===== src/hw/pbc_defs.vh =====
`ifndef PBC_DEFS_VH
`define PBC_DEFS_VH
// register indices on the management register port
`define PBC_ADDR_CTRL 5'h00
`define PBC_ADDR_STAT 5'h01
// control bit positions
`define PBC_BIT_RESET 15
`define PBC_BIT_LOOP 14
`define PBC_BIT_SPEED 13
`define PBC_BIT_ANEN 12
`define PBC_BIT_PDOWN 11
`define PBC_BIT_ISO 10
`define PBC_BIT_ANRST 9
`define PBC_BIT_DUPLEX 8
`define PBC_BIT_COLTST 7
// reset values of the plain control bits
`define PBC_RST_LOOP 1'b0
`define PBC_RST_PDOWN 1'b0
`define PBC_RST_COLTST 1'b0
// status word: only the top two capability bits are modelled
`define PBC_STAT_VALUE 16'h4000
// length of the internal chip-reset pulse in clocks
`define PBC_CHIP_RST_CYCLES 4'h4
`endif


===== src/hw/pbc_basic_regs.v =====
// Operation
// - writing one to control bit 15 resets the transceiver; bit self-clears
// - control bit 14 selects loopback; read/write, resets to zero
// - bit 13 forces 100 or 10 Mbps; ignored while autoneg enabled
// - bit 12 enables autoneg; negotiated result overrides forced speed, duplex
// - bit 11 powers down; first reset write only clears power-down
// - a full reset from power-down needs two reset writes; second resets, re-samples straps
// - bit 10 isolates transceiver from media-independent interface
// - writing one to bit 9 restarts autoneg; bit self-clears
// - bit 8 selects full duplex when set, half when clear
// - bit 7 enables collision test; resets to zero
// - forced speed reset value comes from rate strap
// - forced duplex reset value is inverse of line-mode strap
// - autoneg enable reset value comes from autoneg strap
// - isolate reset value comes from detach strap
// - status bit 15 reads zero, no T4 capability
// - status bit 14 reads one, 100 Mbps full duplex supported
`include "pbc_defs.vh"
`default_nettype none
module pbc_basic_regs (
  input wire clk_sys,
  input wire nrst,
  // register port from the management interface
  input wire [4:0] regAddr,
  input wire regWrite,
  input wire regRead,
  input wire [15:0] regWdata,
  output reg [15:0] regRdata,
  output reg regRvalid,
  // strap pins
  input wire rateStrapPin,
  input wire lineModeStrapPin,
  input wire autoneg_strap_pin,
  input wire detachStrapPin,
  // negotiated outcome from the autoneg engine
  input wire anDone,
  input wire anSpeed100,
  input wire anFullDuplex,
  // control to the datapath
  output wire chipReset,
  output wire loopbackEn,
  output wire speed100,
  output wire fullDuplex,
  output wire anEnable,
  output reg anRestart,
  output wire powerDown,
  output wire miiIsolate,
  output wire colTestEn
);
  reg loop_ff;
  reg speed_ff;
  reg anEn_ff;
  reg pdown_ff;
  reg iso_ff;
  reg duplex_ff;
  reg colTst_ff;
  reg chipRstReq_ff;
  wire [3:0] strapVal;
  wire strapLoad;
  wire ctrlWr;
  wire rstWr;
  wire [15:0] ctrlWord;

  ////////////////////////////////////////////////////////////////////////////
  // strap capture at power-on and on a full chip reset
  pbc_strap_latch uStrap (
    .clk_sys(clk_sys),
    .nrst(nrst),
    .capture(chipRstReq_ff),
    .strapIn({rateStrapPin, lineModeStrapPin, autoneg_strap_pin, detachStrapPin}),
    .strapOut(strapVal),
    .strapValid(strapLoad)
  );

  // chip reset pulse for the rest of the transceiver
  pbc_pulse_gen uRstPulse (
    .clk_sys(clk_sys),
    .nrst(nrst),
    .trigger(chipRstReq_ff),
    .pulse(chipReset)
  );

  assign ctrlWr = regWrite && (regAddr == `PBC_ADDR_CTRL);
  assign rstWr = ctrlWr && regWdata[`PBC_BIT_RESET];

  ////////////////////////////////////////////////////////////////////////////
  // control register; straps load after capture, writes otherwise
  always @(posedge clk_sys or negedge nrst) begin
    if (!nrst) begin
      loop_ff <= `PBC_RST_LOOP;
      speed_ff <= 1'b0;
      anEn_ff <= 1'b0;
      pdown_ff <= `PBC_RST_PDOWN;
      iso_ff <= 1'b0;
      duplex_ff <= 1'b0;
      colTst_ff <= `PBC_RST_COLTST;
      chipRstReq_ff <= 1'b0;
      anRestart <= 1'b0;
    end else begin
      chipRstReq_ff <= 1'b0;
      anRestart <= 1'b0;
      if (strapLoad) begin
        // chip reset returns all fields to defaults
        loop_ff <= `PBC_RST_LOOP;
        pdown_ff <= `PBC_RST_PDOWN;
        colTst_ff <= `PBC_RST_COLTST;
        speed_ff <= strapVal[3];
        duplex_ff <= ~strapVal[2];
        anEn_ff <= strapVal[1];
        iso_ff <= strapVal[0];
      end else if (rstWr && pdown_ff) begin
        // first reset write while powered down only wakes the part
        pdown_ff <= 1'b0;
      end else if (rstWr) begin
        chipRstReq_ff <= 1'b1;
      end else if (ctrlWr) begin
        loop_ff <= regWdata[`PBC_BIT_LOOP];
        speed_ff <= regWdata[`PBC_BIT_SPEED];
        anEn_ff <= regWdata[`PBC_BIT_ANEN];
        pdown_ff <= regWdata[`PBC_BIT_PDOWN];
        iso_ff <= regWdata[`PBC_BIT_ISO];
        duplex_ff <= regWdata[`PBC_BIT_DUPLEX];
        colTst_ff <= regWdata[`PBC_BIT_COLTST];
        anRestart <= regWdata[`PBC_BIT_ANRST];
      end
    end
  end

  // self-clearing bits 15 and 9 always read back zero
  assign ctrlWord = {1'b0, loop_ff, speed_ff, anEn_ff, pdown_ff, iso_ff,
                     1'b0, duplex_ff, colTst_ff, 7'h00};

  ////////////////////////////////////////////////////////////////////////////
  // read data registered, one cycle after the read strobe
  always @(posedge clk_sys or negedge nrst) begin
    if (!nrst) begin
      regRdata <= 16'h0000;
      regRvalid <= 1'b0;
    end else begin
      regRvalid <= regRead;
      if (regRead) begin
        case (regAddr)
          `PBC_ADDR_CTRL: regRdata <= ctrlWord;
          `PBC_ADDR_STAT: regRdata <= `PBC_STAT_VALUE;
          default: regRdata <= 16'h0000;
        endcase
      end
    end
  end

  ////////////////////////////////////////////////////////////////////////////
  // effective mode: negotiated result wins while autoneg is on
  assign anEnable = anEn_ff;
  assign speed100 = anEn_ff ? (anDone & anSpeed100) : speed_ff;
  assign fullDuplex = anEn_ff ? (anDone & anFullDuplex) : duplex_ff;
  assign loopbackEn = loop_ff;
  assign powerDown = pdown_ff;
  assign miiIsolate = iso_ff;
  assign colTestEn = colTst_ff;
endmodule // pbc_basic_regs
`default_nettype wire


===== src/hw/pbc_pulse_gen.v =====
`include "pbc_defs.vh"
`default_nettype none
// stretches a one-cycle trigger into a fixed-length pulse
module pbc_pulse_gen (
  input wire clk_sys,
  input wire nrst,
  input wire trigger,
  output wire pulse
);
  reg [3:0] count_ff;
  ////////////////////////////////////////////////////////////////////////////
  // load on trigger, count down to zero
  always @(posedge clk_sys or negedge nrst) begin
    if (!nrst) begin
      count_ff <= 4'h0;
    end else if (trigger) begin
      count_ff <= `PBC_CHIP_RST_CYCLES;
    end else if (count_ff != 4'h0) begin
      count_ff <= count_ff - 4'h1;
    end
  end
  assign pulse = (count_ff != 4'h0);
endmodule // pbc_pulse_gen
`default_nettype wire


===== src/hw/pbc_strap_latch.v =====
`default_nettype none
// strap capture: takes the strap levels on the first edge after a reset request
module pbc_strap_latch (
  input wire clk_sys,
  input wire nrst,
  input wire capture,
  input wire [3:0] strapIn,
  output reg [3:0] strapOut,
  output reg strapValid
);
  reg pending_ff;
  ////////////////////////////////////////////////////////////////////////////
  // async reset loads constants only; pins are caught after the release
  always @(posedge clk_sys or negedge nrst) begin
    if (!nrst) begin
      pending_ff <= 1'b1;
      strapOut <= 4'h0;
      strapValid <= 1'b0;
    end else begin
      strapValid <= 1'b0;
      if (pending_ff || capture) begin
        strapOut <= strapIn;
        strapValid <= 1'b1;
        pending_ff <= 1'b0;
      end
    end
  end
endmodule // pbc_strap_latch
`default_nettype wire


===== config.mk =====
export PLATFORM = sky130hd
export DESIGN_NAME = pbc_basic_regs
export DESIGN_NICKNAME = d
export VERILOG_FILES = /design/src/hw/pbc_basic_regs.v /design/src/hw/pbc_pulse_gen.v /design/src/hw/pbc_strap_latch.v
export VERILOG_INCLUDE_DIRS = /design/src /design/src/hw
export SDC_FILE = /design/constraint.sdc
export NUM_CORES = 1
export LEC_CHECK = 0
export BUFFER_PORTS_ARGS = -buffer_cell sky130_fd_sc_hd__buf_2
export CORE_ASPECT_RATIO = 2
export CORE_MARGIN = 1.5
export CORE_UTILIZATION = 45
export DETAILED_ROUTE_END_ITERATION = 8
export GPL_TIMING_DRIVEN = 1
export PLACE_DENSITY = 0.87
export SETUP_SLACK_MARGIN = 0.2
export SLEW_MARGIN = 20
export SYNTH_ARGS = -nofsm -noshare
export SYNTH_HDL_FRONTEND = slang
export SYNTH_HIERARCHICAL = 1
export SYNTH_SLANG_ARGS = --single-unit

===== constraint.sdc =====
create_clock -name clk_sys -period 2.1 [get_ports clk_sys]
set_clock_uncertainty 0.15 [all_clocks]
set_input_delay 0.105 -clock clk_sys [delete_from_list [all_inputs] [get_ports clk_sys]]
set_output_delay 0.105 -clock clk_sys [all_outputs]
set_load 0.1 [all_outputs]

==> impl_results.md <==
- Final GP Congestion: 0.9139
- CP peak stage delay: 410 ps
- Post-synth top area share: 49.67%
- R2r setup slk: 540 ps
- TritonCTS clock tree: done
- Switching part of the total: 38.77%
- Worst-Margin Slew: 704.4 ps
- Post-route minimum period: 1791 ps
- Most common cell after layout, fill and taps aside: buf_2
- Worst-path clk slew: 80 ps
- Synth area leaders: dfrtp_1 50%, mux2_2 6.0%, buf_4 5.2%, a22o_1 4.0%, o21ai_0 3.4%
- DR pass1 iterations: 4
- Cell variety after synth: 33
- Register area: 676.9 µm²
- Clock Tree Buf Depth: 2
- Number of global-route vias before repair: 1025
- Final setup vio count: 0
- Multi-input logic area: 554.3 µm²
- Synth Warn #: 6
- Final hold viol count: 0
- Synth-to-Final Area Change: 29.13%
- CTS Sinks: 27
- CP endpoint kind: primary output
- Final ANT Viol Nets: 0
- Fraction of registers with async set/reset: 100.0%
- Final WL: 2656 µm
- Critical setup path kind: reg2out
- Rows: 27
- Int Pwr: 0.9168 mW
- Synth area leader: dfrtp_1
- Fin Setup TNS: 0 ps
- Initial core utilization: 47.29%
- FILL cells: 236
- CP delay by family, top: buffers and inverters
- Most frequent cells in the layout: 40 x buf_2, 26 x dfrtp_1, 13 x dlygate4sd3_1
- DP HPWL: 2023 µm
- Width of the die: 41.15 µm
- DRC violations left: 0
- EDFF count, synth: 0
- Status: completed
- Most frequent CP cell: inv_1
- Max FFs per register: 7
- Nets: 207
- Hold crit path type: in2reg
- Share of the yosys chip area belonging to registers: 51.67%
- Clock root cell: clkbuf_8
- Met3 Usage GRT: 2.793%
- Routed wire per std cell: 13.21 µm
- Initial antenna violation count: 0
- Biggest register: regRdata
- Via density: 5.244
- Post-DP Area: 1514 µm²
- #FFs+latches synth: 27
- Num CTS Buffers: 3
- Crit path DAT: 1540 ps
- Finished Cell Area: 1692 µm²
- DRT iter0 DRCs: 18
- Regs by FF count: regRdata (7), uRstPulse/count_ff (4), uStrap/strapOut (4)
- Power per cell area: 885.1 nW/µm²
- Met2 Use GR: 32.50%
- Slew margin rel.: 52.94%
- Total GRT Usage: 18.53%
- First-pass GRT wire length: 4319 µm
- Buffers & Inverters on Critical Path: 3
- FMAX: 0.5583 GHz
- N_diodes: 0
- Synth Cell Area: 1310 µm²
- P_sw: 0.5806 mW
- Period utilization: 85.30%
- I/O Buffers: 41
- Die area: 3263 µm²
- Final Non-Filler Cells: 201
- Clock power frac: 19.3%
- Logic gate share of total power: 37.4%
- H-tree depth: 1
- Ratio of cells with drive above 1 in the final layout: 36.05%
- Slowest stage cell, crit path: dfrtp_1
- CP Data Required Time: 1850 ps
- Total setup buffers inserted after CTS: 0
- Syn Inst Count: 116
- Startpoint type of the worst setup path: flop
- Clock latency on the worst-skew pair: 270 ps
- Detailed-route via count: 1054
- Met1 usage: 21.42%
- Die height: 79.30 µm
- Synthesized area per cell: 11.29 µm²
- Unrepaired setup endpoints after global routing: false
- Leak Pwr: 0.8400 nW
- GRT Residual Overflow: 0
- Critical path cell sequence: inv_1 > ha_1 > nor3b_4 > inv_1 > clkbuf_4
- IO Pins: 58
- Reg power frac: 43.3%
- Maximum capacitance violations: 0
- Peak supply drop: 0.6250 mV
- Core box area: 2770 µm²
- Pin count of the biggest net entering global routing: 28
- Max-slew violations: 0
- Ys flop type: dfrtp_1
- Dpl cells: 184
- CP max FO: 4
- Most Used Layer, Global Route: met2
-- final timing paths --
kind	cells past startpoint	to	startpoint
setup / recovery	5	chipReset	uRstPulse/count_ff[0]$_DFFE_PN0P_
hold / removal	3	anEnable$_DFFE_PN0P_	regWdata[12]
setup reg to reg	4	uRstPulse/count_ff[1]$_DFFE_PN0P_	uRstPulse/count_ff[0]$_DFFE_PN0P_
hold reg to reg	1	regRdata[8]$_DFFE_PN0P_	regRdata[8]$_DFFE_PN0P_
max in group asynchronous	2	uRstPulse/count_ff[2]$_DFFE_PN0P_	nrst
min in group asynchronous	2	regRdata[11]$_DFFE_PN0P_	nrst
-- cell type report --
cell class / instances / share of cell area, %
multi-input combinational: 77 / 32.77
inverter: 9 / 1.997
clock buffer: 4 / 2.663
timing repair buffer: 55 / 20.41
tap: 29 / 2.145
sequential: 27 / 40.01
-- repair_timing --
action / 4_1_cts / 5_1_grt
endpoints found under the setup margin: 0 / 1
hold buffers: 13 / 0
resized for setup: 0 / 1
hold endpoints to repair: 38 / 0
-- cell usage after synthesis, types with 4 or more instances --
cell / n
dfrtp_1: 26
buf_4: 9
inv_1: 9
o21ai_0: 9
mux2_2: 7
nand3_1: 7
a22o_1: 6
nor2b_1: 6
nor2_1: 5
a31oi_1: 4
-- worst register-to-register path: stages, from the launching register on --
cell,delay [ps]
dfrtp_1,410
inv_1,90
ha_1,190
nor3b_4,250
mux2_2,370
-- per-layer routing --
metal / vias up / routed length [µm]
met3: 4 / 129
met4: 0 / 29
met5: - / 0
met2: 38 / 1480
met1: 511 / 1017
li1: 501 / -
-- per-stage QoR --
stage | setup slack [ps] | util, % | hold slack [ps] | power [mW]
floorplan | 56.23 | - | -340.6 | 1.102
global route | 201.4 | 61.07 | 9.881 | 1.575
finish | 308.8 | 61.07 | 3.216 | 1.497
global placement | 585.2 | 54.65 | -24.78 | 1.168
CTS | 264.7 | 60.98 | 2.471 | 1.500
detailed placement | 549.2 | 54.65 | -5.486 | 1.200
-- kinds of logic after synthesis --
group	synth area share (%)
and+or+nand+nor	18.24
DFF	51.67
AOI/OAI and AO/OA	12.70
buffers and inverters	8.882
muxes	6.018
adders and majority gates	1.910
other	0.5733
-- power groups by stage --
stage / Clock (mW) / Sequential (mW) / Combinational [mW]
after detailed placement: 0 / 0.658 / 0.541
final: 0.289 / 0.649 / 0.560
after CTS: 0.293 / 0.648 / 0.559
after floorplan: 0 / 0.700 / 0.402
after global placement: 0 / 0.652 / 0.516
after global routing: 0.311 / 0.660 / 0.604
(Power assumes the default switching activity.)
